### config.mk
export PLATFORM = sky130hd
export DESIGN_NAME = rx_packet_decoder
export DESIGN_NICKNAME = d
export VERILOG_FILES = /design/src/shared/rx_decoder_pkg.sv /design/src/core/rx_packet_decoder.sv /design/src/core/stage_fifo.sv
export SDC_FILE = /design/constraint.sdc
export NUM_CORES = 1
export LEC_CHECK = 0
export CORE_ASPECT_RATIO = 0.8
export CORE_UTILIZATION = 55
export CTS_CLUSTER_SIZE = 30
export DETAILED_ROUTE_END_ITERATION = 6
export DONT_BUFFER_PORTS = 1
export PLACE_DENSITY_LB_ADDON = 0.3
export SLEW_MARGIN = 20
export SYNTH_ARGS = -nofsm -noshare
export SYNTH_HDL_FRONTEND = slang
export SYNTH_SLANG_ARGS = --single-unit
### constraint.sdc
create_clock -name core_clk -period 7.2 [get_ports core_clk]
set_input_delay 0.72 -clock core_clk [delete_from_list [all_inputs] [get_ports core_clk]]
set_output_delay 0.72 -clock core_clk [all_outputs]
set_load 0.05 [all_outputs]
### src/shared/rx_decoder_pkg.sv
package rx_decoder_pkg;

	// ----------------------------------------------------------------
	// Mode encodings
	// ----------------------------------------------------------------
	localparam logic [1:0] MODE_DIRECT = 2'h0;
	localparam logic [1:0] MODE_BUFFER = 2'h1;
	localparam logic [1:0] MODE_PACKET = 2'h2;

	localparam logic [1:0] DCF_NONE    = 2'h0;
	localparam logic [1:0] DCF_MAN1    = 2'h1;
	localparam logic [1:0] DCF_MAN2    = 2'h2;
	localparam logic [1:0] DCF_WHITEN  = 2'h3;

	localparam logic [1:0] NODE_OFF    = 2'h0;
	localparam logic [1:0] NODE_ONLY   = 2'h1;
	localparam logic [1:0] NODE_OR_00  = 2'h2;
	localparam logic [1:0] NODE_OR_ALL = 2'h3;

	localparam logic [1:0] CRC_OFF     = 2'h0;
	localparam logic [1:0] CRC_CCITT   = 2'h1;
	localparam logic [1:0] CRC_IBM     = 2'h2;

	localparam logic [15:0] POLY_CCITT = 16'h1021;
	localparam logic [15:0] POLY_IBM   = 16'h8005;
	localparam logic [7:0]  ADDR_ZERO  = 8'h00;
	localparam logic [7:0]  ADDR_BCAST = 8'hff;

	// ----------------------------------------------------------------
	// Values after reset
	// ----------------------------------------------------------------
	localparam logic [1:0]  RST_MODE     = MODE_PACKET;
	localparam logic        RST_VARLEN   = 1'b0;
	localparam logic [5:0]  RST_THRESH   = 6'h20;
	localparam logic [1:0]  RST_DCF      = DCF_NONE;
	localparam logic [7:0]  RST_WSEED    = 8'h00;
	localparam logic [2:0]  RST_PRE_LEN  = 3'h2;
	localparam logic [2:0]  RST_SYNC_LEN = 3'h3;
	localparam logic [31:0] RST_SYNC_VAL = 32'h0000_0000;
	localparam logic [1:0]  RST_SYNC_TOL = 2'h0;
	localparam logic [1:0]  RST_NODE     = NODE_OFF;
	localparam logic [7:0]  RST_NODE_VAL = 8'h00;
	localparam logic [5:0]  RST_PAY_LEN  = 6'h20;
	localparam logic [1:0]  RST_CRC      = CRC_OFF;
	localparam logic [15:0] RST_CRC_SEED = 16'h0000;

	// ----------------------------------------------------------------
	// Sizes and counts
	// ----------------------------------------------------------------
	localparam int          FIFO_BYTES   = 32;
	localparam logic [5:0]  FIFO_FULL    = 6'h20;
	localparam int          STAGE_DEPTH  = 4;
	localparam logic [3:0]  BITS_BYTE    = 4'h8;
	localparam logic [5:0]  MAX_PAYLOAD  = 6'h20;
	localparam logic [1:0]  CRC_BYTES    = 2'h2;

	typedef enum logic [2:0] {
		S_PRE  = 3'b000,
		S_SYNC = 3'b001,
		S_LEN  = 3'b011,
		S_NODE = 3'b010,
		S_DATA = 3'b110,
		S_CRC  = 3'b111
	} rx_state_e;

endpackage : rx_decoder_pkg

### src/core/rx_packet_decoder.sv
`timescale 1ns/1ps
// Behaviour
// - Direct, buffer and packet data modes; packet after reset.
// - Fixed or variable length packets; fixed by default.
// - Interrupt when FIFO level reaches threshold 1..32; default 32.
// - Decoder none, Manchester 1 (01=one), Manchester 2 (10=one), de-whitening.
// - De-whitening generator starts from an 8-bit seed.
// - Preamble length none or 1..4 bytes; default 2.
// - Sync length none or 1..4 bytes; default 3.
// - Sync value is 8 times sync length bits; default zero.
// - Sync match tolerates 0..3 bit errors; default 0.
// - Node filter off, node only, node or 00, node or 00 or ff.
// - Node value is an 8-bit number.
// - Fixed payload length 0..32; default 32.
// - Checksum off, CCITT or IBM CRC; default off.
// - CRC generator starts from a 16-bit seed.
// - Serial data changes on falling clock, sampled rising, MSB first.
module rx_packet_decoder (
	input  wire logic        core_clk,
	input  wire logic        reset,
	input  wire logic        cfg_load,
	input  wire logic [1:0]  data_mode,
	input  wire logic        var_length,
	input  wire logic [5:0]  fifo_threshold,
	input  wire logic [1:0]  dcfree_mode,
	input  wire logic [7:0]  whiten_seed,
	input  wire logic [2:0]  preamble_bytes,
	input  wire logic [2:0]  sync_bytes,
	input  wire logic [31:0] sync_value,
	input  wire logic [1:0]  sync_tolerance,
	input  wire logic [1:0]  node_mode,
	input  wire logic [7:0]  node_value,
	input  wire logic [5:0]  payload_length,
	input  wire logic [1:0]  crc_mode,
	input  wire logic [15:0] crc_seed,
	input  wire logic        demod_clk,
	input  wire logic        demod_data,
	input  wire logic        spi_clk,
	input  wire logic        register_select_n,
	input  wire logic        fifo_select_n,
	input  wire logic        sda_in,
	output logic             sda_out,
	output logic             sda_oe_n,
	output logic             direct_data,
	output logic             fifo_int,
	output logic             crc_error,
	output logic             packet_done,
	output logic             overflow
);

	// ----------------------------------------------------------------
	// Configuration, loaded by strobe, defaults at reset
	// ----------------------------------------------------------------
	logic [1:0]  mode_q;
	logic        varlen_q;
	logic [5:0]  thr_q;
	logic [1:0]  dcf_q;
	logic [7:0]  wseed_q;
	logic [2:0]  pre_len_q;
	logic [2:0]  sync_len_q;
	logic [31:0] sync_val_q;
	logic [1:0]  tol_q;
	logic [1:0]  node_q;
	logic [7:0]  node_val_q;
	logic [5:0]  pay_len_q;
	logic [1:0]  crc_q_mode;
	logic [15:0] crc_seed_q;

	always_ff @(posedge core_clk) begin
		if (reset) begin
			mode_q     <= rx_decoder_pkg::RST_MODE;
			varlen_q   <= rx_decoder_pkg::RST_VARLEN;
			thr_q      <= rx_decoder_pkg::RST_THRESH;
			dcf_q      <= rx_decoder_pkg::RST_DCF;
			wseed_q    <= rx_decoder_pkg::RST_WSEED;
			pre_len_q  <= rx_decoder_pkg::RST_PRE_LEN;
			sync_len_q <= rx_decoder_pkg::RST_SYNC_LEN;
			sync_val_q <= rx_decoder_pkg::RST_SYNC_VAL;
			tol_q      <= rx_decoder_pkg::RST_SYNC_TOL;
			node_q     <= rx_decoder_pkg::RST_NODE;
			node_val_q <= rx_decoder_pkg::RST_NODE_VAL;
			pay_len_q  <= rx_decoder_pkg::RST_PAY_LEN;
			crc_q_mode <= rx_decoder_pkg::RST_CRC;
			crc_seed_q <= rx_decoder_pkg::RST_CRC_SEED;
		end else if (cfg_load) begin
			mode_q     <= data_mode;
			varlen_q   <= var_length;
			thr_q      <= fifo_threshold;
			dcf_q      <= dcfree_mode;
			wseed_q    <= whiten_seed;
			pre_len_q  <= preamble_bytes;
			sync_len_q <= sync_bytes;
			sync_val_q <= sync_value;
			tol_q      <= sync_tolerance;
			node_q     <= node_mode;
			node_val_q <= node_value;
			pay_len_q  <= payload_length;
			crc_q_mode <= crc_mode;
			crc_seed_q <= crc_seed;
		end
	end

	// ----------------------------------------------------------------
	// Pin synchronisers and edge detection
	// ----------------------------------------------------------------
	logic [5:0] meta_q;
	logic [5:0] sync_q;
	logic       dclk_prev_q;
	logic       sclk_prev_q;

	always_ff @(posedge core_clk) begin
		meta_q <= {demod_clk, demod_data, spi_clk, register_select_n, fifo_select_n, sda_in};
		sync_q <= meta_q;
	end

	wire dclk_s  = sync_q[5];
	wire ddat_s  = sync_q[4];
	wire sclk_s  = sync_q[3];
	wire rsel_n  = sync_q[2];
	wire fsel_n  = sync_q[1];

	always_ff @(posedge core_clk) begin
		if (reset) begin
			dclk_prev_q <= 1'b0;
			sclk_prev_q <= 1'b0;
		end else begin
			dclk_prev_q <= dclk_s;
			sclk_prev_q <= sclk_s;
		end
	end

	wire chip_v    = dclk_s && !dclk_prev_q;
	wire sclk_rise = sclk_s && !sclk_prev_q;
	wire sclk_fall = !sclk_s && sclk_prev_q;

	// ----------------------------------------------------------------
	// Preamble and sync word search
	// ----------------------------------------------------------------
	function automatic logic [5:0] ones(input logic [31:0] v);
		logic [5:0] n;
		n = '0;
		for (int i = 0; i < 32; i++) n = n + 6'(v[i]);
		return n;
	endfunction : ones

	rx_decoder_pkg::rx_state_e state_q;
	rx_decoder_pkg::rx_state_e state_d;
	logic [31:0] shreg_q;
	logic [5:0]  run_q;
	logic        last_chip_q;

	wire        pkt_en    = (mode_q == rx_decoder_pkg::MODE_PACKET)
	                     || (mode_q == rx_decoder_pkg::MODE_BUFFER);
	wire [5:0]  pre_bits  = {pre_len_q, 3'h0};
	wire [31:0] sync_mask = (sync_len_q >= 3'h4) ? 32'hffff_ffff
	                      : ~(32'hffff_ffff << {sync_len_q[1:0], 3'h0});
	wire [31:0] sync_diff = ({shreg_q[30:0], ddat_s} ^ sync_val_q) & sync_mask;
	wire [5:0]  sync_err  = ones(sync_diff);
	wire        sync_hit  = (sync_err <= {4'h0, tol_q});
	wire        pre_hit   = (run_q >= pre_bits);
	wire        no_sync   = (sync_len_q == 3'h0);

	always_ff @(posedge core_clk) begin
		if (reset) begin
			shreg_q     <= '0;
			run_q       <= '0;
			last_chip_q <= 1'b0;
		end else if (chip_v) begin
			shreg_q     <= {shreg_q[30:0], ddat_s};
			last_chip_q <= ddat_s;
			if (state_q != rx_decoder_pkg::S_PRE && state_q != rx_decoder_pkg::S_SYNC)
				run_q <= '0;
			else if (ddat_s != last_chip_q && run_q != 6'h3f)
				run_q <= run_q + 6'h1;
			else
				run_q <= 6'h1;
		end
	end

	// ----------------------------------------------------------------
	// Chip decoding: Manchester or de-whitening
	// ----------------------------------------------------------------
	logic       half_q;
	logic       first_q;
	logic [7:0] lfsr_q;
	logic       enter_data;
	wire        in_body  = (state_q == rx_decoder_pkg::S_LEN) || (state_q == rx_decoder_pkg::S_NODE)
	                    || (state_q == rx_decoder_pkg::S_DATA) || (state_q == rx_decoder_pkg::S_CRC);
	wire        is_man   = (dcf_q == rx_decoder_pkg::DCF_MAN1) || (dcf_q == rx_decoder_pkg::DCF_MAN2);
	wire        man_ok   = half_q && (first_q != ddat_s);
	wire        man_bit  = (dcf_q == rx_decoder_pkg::DCF_MAN1) ? ddat_s : first_q;
	wire        wht_bit  = ddat_s ^ lfsr_q[7];
	wire        dbit_v   = chip_v && in_body && (!is_man || man_ok);
	wire        dbit     = is_man ? man_bit
	                     : (dcf_q == rx_decoder_pkg::DCF_WHITEN) ? wht_bit : ddat_s;

	always_ff @(posedge core_clk) begin
		if (reset) begin
			half_q  <= 1'b0;
			first_q <= 1'b0;
			lfsr_q  <= '0;
		end else if (enter_data) begin
			half_q  <= 1'b0;
			lfsr_q  <= wseed_q;
		end else if (chip_v && in_body) begin
			half_q  <= !half_q;
			first_q <= ddat_s;
			lfsr_q  <= {lfsr_q[6:0], lfsr_q[7] ^ lfsr_q[5] ^ lfsr_q[4] ^ lfsr_q[3]};
		end
	end

	// ----------------------------------------------------------------
	// Byte assembly and CRC
	// ----------------------------------------------------------------
	logic [7:0]  byte_q;
	logic [3:0]  nbit_q;
	logic [15:0] crc_q;
	logic [15:0] rx_crc_q;
	wire  [7:0]  byte_new  = {byte_q[6:0], dbit};
	wire         byte_done = dbit_v && (nbit_q == rx_decoder_pkg::BITS_BYTE - 4'h1);
	wire  [15:0] poly      = (crc_q_mode == rx_decoder_pkg::CRC_IBM)
	                       ? rx_decoder_pkg::POLY_IBM : rx_decoder_pkg::POLY_CCITT;
	wire  [15:0] crc_next  = {crc_q[14:0], 1'b0} ^ ((crc_q[15] ^ dbit) ? poly : 16'h0000);

	always_ff @(posedge core_clk) begin
		if (reset || enter_data) begin
			nbit_q   <= '0;
			byte_q   <= '0;
			rx_crc_q <= '0;
			crc_q    <= reset ? 16'h0000 : crc_seed_q;
		end else if (dbit_v) begin
			byte_q <= byte_new;
			nbit_q <= byte_done ? 4'h0 : nbit_q + 4'h1;
			if (state_q == rx_decoder_pkg::S_CRC) rx_crc_q <= {rx_crc_q[14:0], dbit};
			else crc_q <= crc_next;
		end
	end

	// ----------------------------------------------------------------
	// Packet framing
	// ----------------------------------------------------------------
	logic [5:0] remain_q;
	logic [5:0] remain_d;
	logic [1:0] crc_cnt_q;
	logic       byte_pend_q;
	logic [7:0] byte_out_q;
	logic       stage_ready;
	logic       chk_q;
	logic       finish;
	logic       push_byte;

	wire        crc_on    = (crc_q_mode != rx_decoder_pkg::CRC_OFF);
	wire [5:0]  len_clip  = (byte_new > {2'h0, rx_decoder_pkg::MAX_PAYLOAD})
	                      ? rx_decoder_pkg::MAX_PAYLOAD : byte_new[5:0];
	wire        node_hit  = (byte_new == node_val_q)
	                     || (node_q != rx_decoder_pkg::NODE_ONLY && byte_new == rx_decoder_pkg::ADDR_ZERO)
	                     || (node_q == rx_decoder_pkg::NODE_OR_ALL
	                         && byte_new == rx_decoder_pkg::ADDR_BCAST);
	wire        node_on   = (node_q != rx_decoder_pkg::NODE_OFF);
	wire        buf_mode  = (mode_q == rx_decoder_pkg::MODE_BUFFER);
	wire [5:0]  rem_next  = (state_q == rx_decoder_pkg::S_SYNC) ? pay_len_q
	                      : (state_q == rx_decoder_pkg::S_LEN) ? len_clip
	                      : (state_q == rx_decoder_pkg::S_DATA) ? remain_q - 6'h1 : remain_q;
	wire rx_decoder_pkg::rx_state_e after_hdr = (rem_next == 6'h0)
	                     ? (crc_on ? rx_decoder_pkg::S_CRC : rx_decoder_pkg::S_PRE)
	                     : rx_decoder_pkg::S_DATA;

	always_comb begin
		state_d    = state_q;
		remain_d   = remain_q;
		enter_data = 1'b0;
		finish     = 1'b0;
		push_byte  = 1'b0;
		case (state_q)
			rx_decoder_pkg::S_PRE: begin
				if (pkt_en && chip_v && pre_hit) begin
					state_d = rx_decoder_pkg::S_SYNC;
				end
			end
			rx_decoder_pkg::S_SYNC: begin
				if (no_sync || (chip_v && sync_hit)) begin
					enter_data = 1'b1;
					remain_d   = pay_len_q;
					if (buf_mode) state_d = rx_decoder_pkg::S_DATA;
					else if (varlen_q) state_d = rx_decoder_pkg::S_LEN;
					else if (node_on) state_d = rx_decoder_pkg::S_NODE;
					else state_d = after_hdr;
				end
			end
			rx_decoder_pkg::S_LEN: begin
				if (byte_done) begin
					remain_d = len_clip;
					state_d  = node_on ? rx_decoder_pkg::S_NODE : after_hdr;
				end
			end
			rx_decoder_pkg::S_NODE: begin
				if (byte_done) begin
					state_d = node_hit ? after_hdr : rx_decoder_pkg::S_PRE;
				end
			end
			rx_decoder_pkg::S_DATA: begin
				if (byte_done) begin
					push_byte = 1'b1;
					if (!buf_mode) begin
						remain_d = remain_q - 6'h1;
						state_d  = after_hdr;
					end
				end
			end
			rx_decoder_pkg::S_CRC: begin
				if (byte_done && crc_cnt_q == rx_decoder_pkg::CRC_BYTES - 2'h1) begin
					state_d = rx_decoder_pkg::S_PRE;
				end
			end
			default: state_d = rx_decoder_pkg::S_PRE;
		endcase
		if (!pkt_en) state_d = rx_decoder_pkg::S_PRE;
		finish = in_body && (state_d == rx_decoder_pkg::S_PRE)
		      && !(state_q == rx_decoder_pkg::S_NODE && !node_hit);
	end

	always_ff @(posedge core_clk) begin
		if (reset) begin
			state_q   <= rx_decoder_pkg::S_PRE;
			remain_q  <= '0;
			crc_cnt_q <= '0;
		end else begin
			state_q   <= state_d;
			remain_q  <= remain_d;
			if (enter_data) crc_cnt_q <= '0;
			else if (byte_done && state_q == rx_decoder_pkg::S_CRC) crc_cnt_q <= crc_cnt_q + 2'h1;
		end
	end

	// Held byte waits for staging space; a second byte meanwhile is lost.
	always_ff @(posedge core_clk) begin
		if (reset) begin
			byte_pend_q <= 1'b0;
			byte_out_q  <= '0;
			overflow    <= 1'b0;
		end else begin
			if (push_byte && byte_pend_q && !stage_ready) overflow <= 1'b1;
			else if (enter_data) overflow <= 1'b0;
			if (push_byte && !(byte_pend_q && !stage_ready)) begin
				byte_pend_q <= 1'b1;
				byte_out_q  <= byte_new;
			end else if (stage_ready) begin
				byte_pend_q <= 1'b0;
			end
		end
	end

	always_ff @(posedge core_clk) begin
		if (reset) begin
			chk_q       <= 1'b0;
			crc_error   <= 1'b0;
			packet_done <= 1'b0;
		end else begin
			chk_q       <= finish && crc_on && !buf_mode;
			packet_done <= finish;
			if (chk_q) crc_error <= (crc_q != rx_crc_q);
			else if (enter_data) crc_error <= 1'b0;
		end
	end

	// ----------------------------------------------------------------
	// Staging FIFO and 32-byte receive FIFO
	// ----------------------------------------------------------------
	logic [7:0] mem_q [rx_decoder_pkg::FIFO_BYTES];
	logic [4:0] wr_q;
	logic [4:0] rd_q;
	logic [5:0] count_q;
	logic       stage_valid;
	logic [7:0] stage_data;
	logic       pop_byte;
	wire        mem_room = (count_q != rx_decoder_pkg::FIFO_FULL);
	wire        mem_push = stage_valid && mem_room;

	stage_fifo #(
		.WIDTH (8),
		.DEPTH (rx_decoder_pkg::STAGE_DEPTH)
	) u_stage (
		.core_clk  (core_clk),
		.reset     (reset),
		.in_valid  (byte_pend_q),
		.in_ready  (stage_ready),
		.in_data   (byte_out_q),
		.out_valid (stage_valid),
		.out_ready (mem_room),
		.out_data  (stage_data)
	);

	always_ff @(posedge core_clk) begin
		if (mem_push) mem_q[wr_q] <= stage_data;
	end

	always_ff @(posedge core_clk) begin
		if (reset) begin
			wr_q     <= '0;
			rd_q     <= '0;
			count_q  <= '0;
			fifo_int <= 1'b0;
		end else begin
			if (mem_push) wr_q <= wr_q + 5'h1;
			if (pop_byte) rd_q <= rd_q + 5'h1;
			count_q  <= count_q + 6'(mem_push) - 6'(pop_byte);
			fifo_int <= (count_q >= thr_q);
		end
	end

	// ----------------------------------------------------------------
	// Serial FIFO read port
	// ----------------------------------------------------------------
	logic       rd_act_q;
	logic [7:0] tx_q;
	logic [3:0] tx_cnt_q;
	wire        rd_sel   = !fsel_n && rsel_n;
	wire        rd_start = rd_sel && !rd_act_q;
	wire        reload   = rd_act_q && sclk_fall && (tx_cnt_q == rx_decoder_pkg::BITS_BYTE);
	wire [7:0]  head     = (count_q != 6'h0) ? mem_q[rd_q] : 8'h00;
	assign pop_byte = (rd_start || reload) && (count_q != 6'h0);

	always_ff @(posedge core_clk) begin
		if (reset) begin
			rd_act_q <= 1'b0;
			tx_q     <= '0;
			tx_cnt_q <= '0;
			sda_out  <= 1'b0;
			sda_oe_n <= 1'b1;
		end else begin
			rd_act_q <= rd_sel;
			sda_oe_n <= !rd_sel;
			if (rd_start || reload) begin
				tx_q     <= {head[6:0], 1'b0};
				sda_out  <= head[7];
				tx_cnt_q <= '0;
			end else if (rd_act_q && sclk_fall) begin
				sda_out <= tx_q[7];
				tx_q    <= {tx_q[6:0], 1'b0};
			end else if (rd_act_q && sclk_rise) begin
				tx_cnt_q <= tx_cnt_q + 4'h1;
			end
		end
	end

	always_ff @(posedge core_clk) begin
		if (reset) direct_data <= 1'b0;
		else if (chip_v) direct_data <= (mode_q == rx_decoder_pkg::MODE_DIRECT) && ddat_s;
	end
endmodule : rx_packet_decoder

### src/core/stage_fifo.sv
`timescale 1ns/1ps
module stage_fifo #(
	parameter int WIDTH = 8,
	parameter int DEPTH = 4
) (
	input  wire logic             core_clk,
	input  wire logic             reset,
	input  wire logic             in_valid,
	output logic                  in_ready,
	input  wire logic [WIDTH-1:0] in_data,
	output logic                  out_valid,
	input  wire logic             out_ready,
	output logic      [WIDTH-1:0] out_data
);
	localparam int AW = $clog2(DEPTH);

	logic [WIDTH-1:0] mem_q [DEPTH];
	logic [AW-1:0]    wr_q;
	logic [AW-1:0]    rd_q;
	logic [AW:0]      cnt_q;
	wire              push = in_valid && in_ready;
	wire              pop  = out_valid && out_ready;

	assign in_ready  = (cnt_q != (AW+1)'(DEPTH));
	assign out_valid = (cnt_q != '0);
	assign out_data  = mem_q[rd_q];

	always_ff @(posedge core_clk) begin
		if (push) mem_q[wr_q] <= in_data;
	end

	always_ff @(posedge core_clk) begin
		if (reset) begin
			wr_q  <= '0;
			rd_q  <= '0;
			cnt_q <= '0;
		end else begin
			if (push) wr_q <= (wr_q == AW'(DEPTH-1)) ? '0 : wr_q + AW'(1);
			if (pop) rd_q <= (rd_q == AW'(DEPTH-1)) ? '0 : rd_q + AW'(1);
			cnt_q <= cnt_q + (AW+1)'(push) - (AW+1)'(pop);
		end
	end

endmodule : stage_fifo

==> results.md, run 1 <==
- Status: finished, final reports clean
- Largest net degree at the start of global routing: 199
- Post-synthesis sequential area ratio: 60.0%
- IO Count: 109
- Dominant cell type by area after synthesis: edfxtp_1
- Worst Tran Pin Value: 977 ps
- Worst R2R Setup Slack: 410 ps
- Clock latency on the worst-skew pair: 600 ps
- Antenna violations before repair: 0
- Cells on worst reg2reg path: 21
- Leak: 9.26 nW
- ANT cells: 0
- Final-report hold violation count: 0
- IO Port Bufs: 0
- Area grow syn2layout: 9.30%
- Die height: 187 um
- CORE AREA: 0.0420 mm2
- CTS Root Cell: clkbuf_16
- Required @ worst endpoint: 7710 ps
- Post-synth top flop: edfxtp_1
- Clock sink count: 553
- Routed len/inst: 19.8 um
- Hold worst-path end: meta_q[1]
- CTS Buf Count: 53
- Vias per cell: 5.74
- Final wirelength: 47700 um
- Hold Buf Count CTS: 0
- Die Wd: 233 um
- FF+latch count, synth: 553
- Final Hold Slack: 143 ps
- Hold_sp: fifo_select_n
- NetSw: 0.00215 W
- Post-route antenna net violation count: 0
- Gp weighted congestion: 0.887
- First-pass GRT wire length: 76400 um
- GRT Residual Overflow: 0
- Max_cap viols: 0
- Num rows: 67
- Switching share of total power: 26.5%
- Launch point of the worst reg-to-reg path: sync_len_q[2]
- Max Buffers Root-to-Sink: 3
- Placed cell count: 2303
- Hold WC Path Type: in2reg
- Internal: 0.00594 W
- CP Class: reg2reg
- Starting Density: 56.0%
- Hold depth: 0
- Final Slew Violations: 0
- Filler Cells Inserted: 3132
- Post-Route Setup TNS: 0 ps
- Vias in the first global route: 13853
- Max IR drop VDD: 0.250 mV
- Post-synthesis cell count: 1833
- Setup crit end kind: flip-flop
- Synth area leaders: edfxtp_1 39%, dfxtp_1 21%, mux4_2 8.4%
- Setup violations, final: 0
- Mapped cell area: 0.0235 mm2
- Die area: 0.0436 mm2
- Worst-path fanout max: 6
- Hpwl dp: 30200 um
- PwrDens: 314 mW/mm2
- Number of remaining DRC errors: 0
- Comb power frac: 17.4%
- DRT Pass-1 Iters: 5
- Tcrit/Tclk final: 94.4%
- Crit path time final: 6790 ps
- Syn Nets: 2012
- RSZ-0062 raised after global routing: false
- Via Count: 13799
- CTS tree: yes
- Number of synthesized flops with an enable pin: 304
- Tot GR Track Use: 22.6%
- Register clock-pin slew on the reported worst setup and hold paths: 70 ps
- Clock power share: 35.5%
- H-Tree Depth: 2
- Clock skew: 35.9 ps
- Worst relative slew slack: 34.9%
- Crit path DAT: 7310 ps
- Final #Nets: 1985
- Seq pwr share: 47.1%
- Critical R2R Capture: state_q[1]
- Final Non-Filler Cells: 2403
- Netlist cell types: 74
- Post-CTS setup buffer count: 0
- DR iter-0 viols: 1190
- Yosys Warn Count: 0
- FMAX: 147 MHz
- Share of post-route cells with drive strength above 1: 11.4%
- Syn_area_per_cell: 12.8 um2
- FFs w/ async S/R, synth: 0%
- Critical Path Start Type: flip-flop
- Yosys top cell area share: 38.8%
cell type report:
type	count	area, um2	share of cell area [%]
Multi-Input combinational cell	1110	8720	33.9
Clock inverter	18	226	0.881
Timing Repair Buffer	15	113	0.438
Inverter	73	274	1.07
Sequential cell	553	14100	54.9
Clock buffer	82	1570	6.11
Tap cell	552	691	2.69
through the flow:
| stage | instance area [um2] | total power (W) | worst slack [ps] | util, % |
|---|---|---|---|---|
| 2_1_floorplan | 23500 | 0.00488 | 733 | - |
| 3_3_place_gp | 23900 | 0.00519 | 140 | 56.9 |
| 3_5_place_dp | 23900 | 0.00526 | 36.6 | 56.9 |
| 4_1_cts | 25700 | 0.00812 | 163 | 61.2 |
| 5_1_grt | 25700 | 0.00845 | 21.5 | 61.2 |
| 6_report | 25700 | 0.00808 | 406 | 61.2 |
flip-flops by register name, summed over array words and instances (netlist names), 5 cells and up, named ones only:
name / flops
byte_out_q: 8
byte_q: 7
count_q: 6
crc_q: 16
crc_seed_q: 16
lfsr_q: 8
mem_q: 256
meta_q: 5
node_val_q: 8
pay_len_q: 6
rd_q: 5
remain_q: 6
run_q: 6
rx_crc_q: 16
shreg_q: 31
sync_q: 5
sync_val_q: 32
thr_q: 6
tx_q: 7
u_stage.mem_q: 32
wr_q: 5
wseed_q: 8
cells in the mapped netlist (4+ instances only):
library cell,number
a211oi_1,7
nor2b_1,8
nand3_1,15
clkbuf_1,50
ha_1,51
mux4_2,88
nand2b_1,9
dfxtp_1,249
nor2_1,230
o21ai_0,10
a21oi_1,107
edfxtp_1,304
inv_1,72
buf_2,14
nor4_1,6
nand2_1,203
buf_6,7
o22ai_1,10
nor3_1,15
mux2i_1,110
xor2_1,39
or2_2,4
o211a_1,7
nand4_1,12
buf_1,24
xnor2_1,50
or3_1,5
o211ai_1,6
fa_1,26
nand3b_1,6
and2_1,6
a22oi_1,7
a21o_1,9
critical path: stages (launching register included):
cell      delay (ps)
dfxtp_1          370
or3_1            430
nand2_1          110
fa_1             470
fa_1             520
fa_1             550
inv_1             50
fa_1             520
fa_1             550
fa_1             560
ha_1             170
inv_1             60
fa_1             470
inv_1             50
ha_1             270
nor2b_1          130
o21ai_1          150
a41oi_2          200
nand2b_4         250
o32a_1           430
nor4b_1          160
a311oi_1         230
power by group through the flow:
stage	Sequential [W]	Combinational (W)	Clock, W
global route	0.00383	0.00158	0.00303
global placement	0.00387	0.00132	0
finish	0.00381	0.00141	0.00287
CTS	0.00381	0.00140	0.00291
detailed placement	0.00388	0.00138	0
floorplan	0.00380	0.00107	0
layout by cell type, fill, tap and decap left out, drive strengths merged, types with 8 or more instances in the layout:
cell type	synthesis	final
edfxtp	304	304
clkinv	0	8
a211oi	9	9
mux2i	110	110
nor2b	8	8
clkbuf	50	82
nand4	12	12
o21ai	12	12
buf	47	15
ha	51	51
nand2	203	203
xnor2	50	50
fa	26	26
nor3	18	18
o22ai	10	10
nand3	15	15
nand2b	9	9
a21o	9	9
inv	73	75
dfxtp	249	249
nor2	230	230
xor2	39	39
mux4	88	88
a21oi	107	107
worst max path at each step:
stage | to | start | depth (start not counted)
finish | state_q[1] | sync_len_q[2] | 21
global placement | crc_q[13] | sync_len_q[2] | 20
detailed placement | crc_q[12] | sync_len_q[2] | 20
floorplan | crc_q[0] | sync_len_q[2] | 22
global route | state_q[1] | sync_len_q[2] | 21
CTS | state_q[1] | sync_len_q[2] | 21
per-layer routing:
layer / part of all wire, % / GRT usage (%) / routed length, um
met4: 2.0 / 5.33 / 967
met2: 45 / 34.3 / 21500
met3: 7.0 / 5.20 / 3330
met5: 0 / 0 / 0
met1: 46 / 33.2 / 21900
cells by family (layout without fill, tap and decap cells):
logic type      Yosys count  after routing  share of synthesized area, %
mux                     199            199                          13.2
flops                   553            553                          60.0
fa+ha+maj                77             77                          4.92
compound gates          203            203                          5.58
xor+xnor                 89             89                          3.31
buf+inv                 170            188                          3.04
simple gates            542            542                          9.99
what timing repair did:
item                       in CTS  in global routing
resized for setup               1                  5
pin swaps                       0                  1
gates cloned                    0                  0
setup endpoints to repair      16                 80
No activity file was read; power rests on OpenSTA's default activity.
==> run 2, diff against run 1 <==
==> constraint.sdc (replaced) <==
create_clock -name core_clk -period 8.8 [get_ports core_clk]
set_input_delay 0.88 -clock core_clk [delete_from_list [all_inputs] [get_ports core_clk]]
set_output_delay 0.88 -clock core_clk [all_outputs]
set_load 0.05 [all_outputs]
==> run 2 against run 1 <==
Clock power is 22% lower; first-iteration DRC count down 2.4%; worst hold slack improved by 170 ps; clock-buffer cell count is 8 lower; clock skew fell by 17 ps; setup slack gained 1000 ps; maximum frequency fell by 8.0%; global-route usage fell by 0.26 points; sequential share of layout area grew 0.28 points; sequential power fell by 18%; critical path depth did not move; largest cell class unchanged.
==> results.md, run 2 (synthesis results as in run 1) <==
- CP Class: reg2reg
- Post-route antenna net violation count: 0
- Max incr delay on CP: 560 ps
- Biggest register: mem_q
- CORE AREA: 0.0420 mm2
- Cells on worst reg2reg path: 21
- Critical R2R Capture: crc_q[14]
- Largest net degree at the start of global routing: 199
- First-pass GRT wire length: 75700 um
- CTS Root Cell: clkbuf_16
- Max Buffers Root-to-Sink: 3
- Critical Path Start Type: flip-flop
- FMAX: 135 MHz
- Hold WC Path Type: in2reg
- Setup violations, final: 0
- Final #Nets: 1981
- Hold worst-path end: meta_q[2]
- Post-Route Setup TNS: 0 ps
- Hpwl dp: 30100 um
- Commonest non-fill, non-tap cell in the layout: edfxtp_1
- Commonest cells after routing, fill and taps aside: 304 x edfxtp_1, 247 x dfxtp_1, 229 x nor2_1, 203 x nand2_1, 110 x mux2i_1
- Tot GR Track Use: 22.4%
- Vias in the first global route: 13654
- Number of remaining DRC errors: 0
- Status: finished, final reports clean
- Hold_sp: register_select_n
- CTS tree: yes
- DRT Pass-1 Iters: 7
- DR iter-0 viols: 1162
- PwrDens: 254 mW/mm2
- CTS Buf Count: 53
- Worst-path fanout max: 16
- IO Port Bufs: 0
- Tcrit/Tclk final: 83.9%
- Starting Density: 56.0%
- Post-CTS setup buffer count: 0
- Worst-path cell chain: nor3_2, nor2_1, fa_1, inv_1, fa_1, fa_1, inv_1, fa_1, fa_1, fa_1, ha_1, inv_1, fa_1, inv_1, ha_1, nor2b_1, o21ai_0, a41oi_1, nand2b_1, nand2_1, a21o_1
- Buffers and inverters on the worst path: 4
- Hold depth: 0
- Share of post-route cells with drive strength above 1: 10.9%
- Vias per cell: 5.74
- Crit path DAT: 7600 ps
- GRT Residual Overflow: 0
- Clock sink count: 553
- Required @ worst endpoint: 9020 ps
- Crit-path most repeated cell: fa_1
- ANT cells: 0
- Clock skew: 19.3 ps
- Die area: 0.0436 mm2
- IO Count: 109
- Worst R2R Setup Slack: 1420 ps
- H-Tree Depth: 2
- Footprint of the multi-input gates: 0.00870 mm2
- Setup crit end kind: flip-flop
- Final-report hold violation count: 0
- Die Wd: 233 um
- Via Count: 13755
- Final wirelength: 47500 um
- Hold Buf Count CTS: 0
- Top Registers: mem_q (256), sync_val_q (32), u_stage.mem_q (32)
- Gp weighted congestion: 0.890
- Worst Tran Pin Value: 1040 ps
- RSZ-0062 raised after global routing: false
- Die height: 187 um
- Worst relative slew slack: 30.3%
- Max stage delay cell, worst path: fa_1
- Routed len/inst: 19.8 um
- Antenna violations before repair: 0
- Num rows: 67
- Max IR drop VDD: 0.150 mV
- Final Slew Violations: 0
- Leak: 9.20 nW
- Filler Cells Inserted: 3201
- Max reg flops: 256
- Sequential cell area: 0.0141 mm2
- Gates resized, CTS repair: 0
- Clock latency on the worst-skew pair: 600 ps
- Crit path time final: 7380 ps
- Final Hold Slack: 308 ps
- Launch point of the worst reg-to-reg path: sync_len_q[2]
- Max_cap viols: 0
- CP top delay family: adder cells
- Register clock-pin slew on the reported worst setup and hold paths: 60 ps
- Area grow syn2layout: 8.74%
==> run 2: worst max-delay path by stage <==
stage	from	end	slack, ps	cells past startpoint
after floorplan	sync_len_q[2]	crc_q[0]	2330	22
after global placement	sync_len_q[2]	crc_q[10]	1470	21
after detailed placement	sync_len_q[2]	crc_q[10]	1410	21
after CTS	sync_len_q[2]	crc_q[8]	1390	21
after global routing	sync_len_q[2]	crc_q[14]	1010	21
final	sync_len_q[2]	crc_q[14]	1420	21
==> run 2: final cells by class <==
| cell class | instances | area share (%) |
|---|---|---|
| Timing Repair Buffer | 11 | 0.323 |
| Multi-Input combinational cell | 1110 | 34.0 |
| Sequential cell | 553 | 55.2 |
| Clock buffer | 74 | 5.93 |
| Clock inverter | 24 | 0.778 |
| Tap cell | 552 | 2.70 |
| Inverter | 73 | 1.07 |
==> run 2: through the flow <==
stage                     instance area (um2)  setup slack (ps)  power (W)  utilization [%]  std cells
after floorplan                         23500              2330    0.00399                -       1833
after global placement                  23900              1470    0.00423             56.8       2299
after detailed placement                23900              1410    0.00430             56.8       2299
after CTS                               25600              1390    0.00655             60.9       2397
after global routing                    25600              1010    0.00678             60.9       2397
final                                   25600              1420    0.00649             60.9       2397
==> run 2: worst reg2reg max path: cells and delay by family (launching register included) <==
| family | cells | cell delay, ps |
|---|---|---|
| AO/OA/AOI/OAI | 3 | 1000 |
| adder cells (fa/ha/maj) | 9 | 4100 |
| buffers and inverters | 4 | 210 |
| flip-flops | 1 | 470 |
| AND/OR/NAND/NOR | 5 | 1220 |
==> run 2: per-layer routing <==
metal / GRT usage [%] / up-vias / part of all wire [%]
met5: 0 / - / 0
met4: 6.59 / 0 / 2.0
met3: 3.66 / 69 / 6.0
met2: 34.0 / 389 / 46
met1: 33.2 / 6800 / 46
li1: - / 6497 / -
==> run 2: where the power goes <==
part           switching [W]  total, W  internal [W]
logic               0.000655   0.00112      0.000461
registers           0.000117   0.00313       0.00301
clock network       0.000955   0.00224       0.00129
total                0.00173   0.00649       0.00476
==> run 3, diff against run 2 <==
==> constraint.sdc (replaced) <==
create_clock -name core_clk -period 7.39 [get_ports core_clk]
set_input_delay 0.739 -clock core_clk [delete_from_list [all_inputs] [get_ports core_clk]]
set_output_delay 0.739 -clock core_clk [all_outputs]
set_load 0.05 [all_outputs]
==> run 3 against run 2 <==
Clock power up 18%; power rose by 19%; via count grew 1.0%; non-clock buffer count is 5 higher; final area is essentially flat; die area unchanged; global-route usage down 0.14 points; clock-buffer cell count fell by 3; core utilization about the same.
==> results.md, run 3 (synthesis results as in run 1) <==
- Status: finished, final reports clean
- Max Buffers Root-to-Sink: 3
- Final #Nets: 1984
- Num rows: 67
- Setup crit end kind: flip-flop
- Commonest non-fill, non-tap cell in the layout: edfxtp_1
- Required @ worst endpoint: 7870 ps
- Tcrit/Tclk final: 93.7%
- Max incr delay on CP: 570 ps
- First-pass GRT wire length: 75200 um
- CTS Buf Count: 51
- Max reg flops: 256
- Share of post-route cells with drive strength above 1: 11.5%
- FMAX: 144 MHz
- Starting Density: 56.0%
- Top Registers: mem_q (256), sync_val_q (32), u_stage.mem_q (32)
- Clock skew: 15.2 ps
- Number of remaining DRC errors: 0
- Vias in the first global route: 13577
- Crit path time final: 6920 ps
- Register clock-pin slew on the reported worst setup and hold paths: 60 ps
- CTS tree: yes
- Setup violations, final: 0
- IO Count: 109
- Final Slew Violations: 0
- CP top delay family: adder cells
- Die height: 187 um
- IO Port Bufs: 0
- Clock sink count: 553
- CORE AREA: 0.0420 mm2
- GRT Residual Overflow: 0
- Max_cap viols: 0
- Largest net degree at the start of global routing: 199
- CTS Root Cell: clkbuf_16
- Final wirelength: 47400 um
- Fin util: 60.9%
- Clock latency on the worst-skew pair: 580 ps
- Hpwl dp: 30300 um
- Critical Path Start Type: flip-flop
- Routed len/inst: 19.8 um
- Filler Cells Inserted: 3117
- DRT Pass-1 Iters: 5
- Worst Tran Pin Value: 1080 ps
- Footprint of the multi-input gates: 0.00871 mm2
- Hold WC Path Type: in2reg
- Biggest register: mem_q
- RSZ-0062 raised after global routing: false
- Max IR drop VDD: 0.217 mV
- Buffers and inverters on the worst path: 3
- Die area: 0.0436 mm2
- Gp weighted congestion: 0.909
- Max stage delay cell, worst path: fa_1
- Crit-path most repeated cell: fa_1
- Vias per cell: 5.80
- Via Count: 13892
- Placed cell count: 2304
- Final Non-Filler Cells: 2397
- Leak: 9.20 nW
- Commonest cells after routing, fill and taps aside: 304 x edfxtp_1, 247 x dfxtp_1, 230 x nor2_1, 203 x nand2_1, 110 x mux2i_1
- Final Hold Slack: 182 ps
- Post-route antenna net violation count: 0
- Tot GR Track Use: 22.2%
- Area grow syn2layout: 8.78%
- Total Power: 0.00769 W
- ANT cells: 0
- Sequential cell area: 0.0141 mm2
- PwrDens: 301 mW/mm2
- H-Tree Depth: 2
- CP Class: reg2reg
- Die Wd: 233 um
- Post-CTS setup buffer count: 0
- DR iter-0 viols: 1257
- Post-Route Setup TNS: 0 ps
- Worst relative slew slack: 27.6%
- Antenna violations before repair: 0
- Worst-path fanout max: 6
- Crit path DAT: 7410 ps
- Final-report hold violation count: 0
- Worst-path cell chain: or3_1, nand2_1, fa_1, fa_1, fa_1, inv_1, fa_1, fa_1, fa_1, ha_1, inv_1, fa_1, inv_1, ha_1, nor2b_1, o21ai_0, a41oi_2, nand2b_2, o32a_1, nor4b_1, a311oi_1
## run 3: cell count changes in the layout (fill, tap and decap cells not counted), sizes merged
cell      before  now
buf           11   16
clkbuf        74   71
clkinvlp       3    5
inv           75   74
clkinv        16   12
bufinv         3    4
## run 3: cell type report
type | count | share of cell area, %
clock inverters | 22 | 0.880
well taps | 552 | 2.70
inverters | 73 | 1.07
clock buffers | 71 | 5.68
multi-input cells | 1110 | 34.0
flip-flops and latches | 553 | 55.2
repair buffers | 16 | 0.469
## run 3: power breakdown
group	internal, W	switching, W	total, W
Clock	0.00152	0.00112	0.00264
Combinational	0.000555	0.000794	0.00135
Sequential	0.00358	0.000127	0.00371
Total	0.00565	0.00204	0.00769
## run 3: worst paths after layout
path | startpoint | endpoint | slack (ps) | depth (start not counted)
min reg2reg | meta_q[2] | sync_q[2] | 330 | 0
max | sync_len_q[2] | state_q[1] | 470 | 21
max reg2reg | sync_len_q[2] | state_q[1] | 470 | 21
min | demod_data | meta_q[4] | 180 | 0
## run 3: repair_timing
action                                  4_1_cts  5_1_grt
hold buffers                                  0        0
endpoints found under the setup margin        0       17
resized for setup                             0        3
## run 3: per-layer routing
metal | part of all wire (%) | global-route usage, % | up-vias
met1 | 46 | 33.3 | 6906
li1 | - | - | 6510
met4 | 1.8 | 5.63 | 0
met5 | 0 | 0 | -
met2 | 45 | 33.4 | 415
met3 | 6.8 | 4.28 | 61
## run 3: worst reg2reg max path: cells and delay by family, from the launching register on
kind            cells  cell delay [ps]
flops               1              370
buf+inv             3              150
compound gates      4             1090
fa+ha+maj           9             4070
simple gates        5             1140
## run 3: per-stage QoR
step / area, um2 / worst slack (ps)
global placement: 23900 / 337
CTS: 25600 / 217
global route: 25600 / 81.4
detailed placement: 23900 / 255
floorplan: 23500 / 923
finish: 25600 / 465
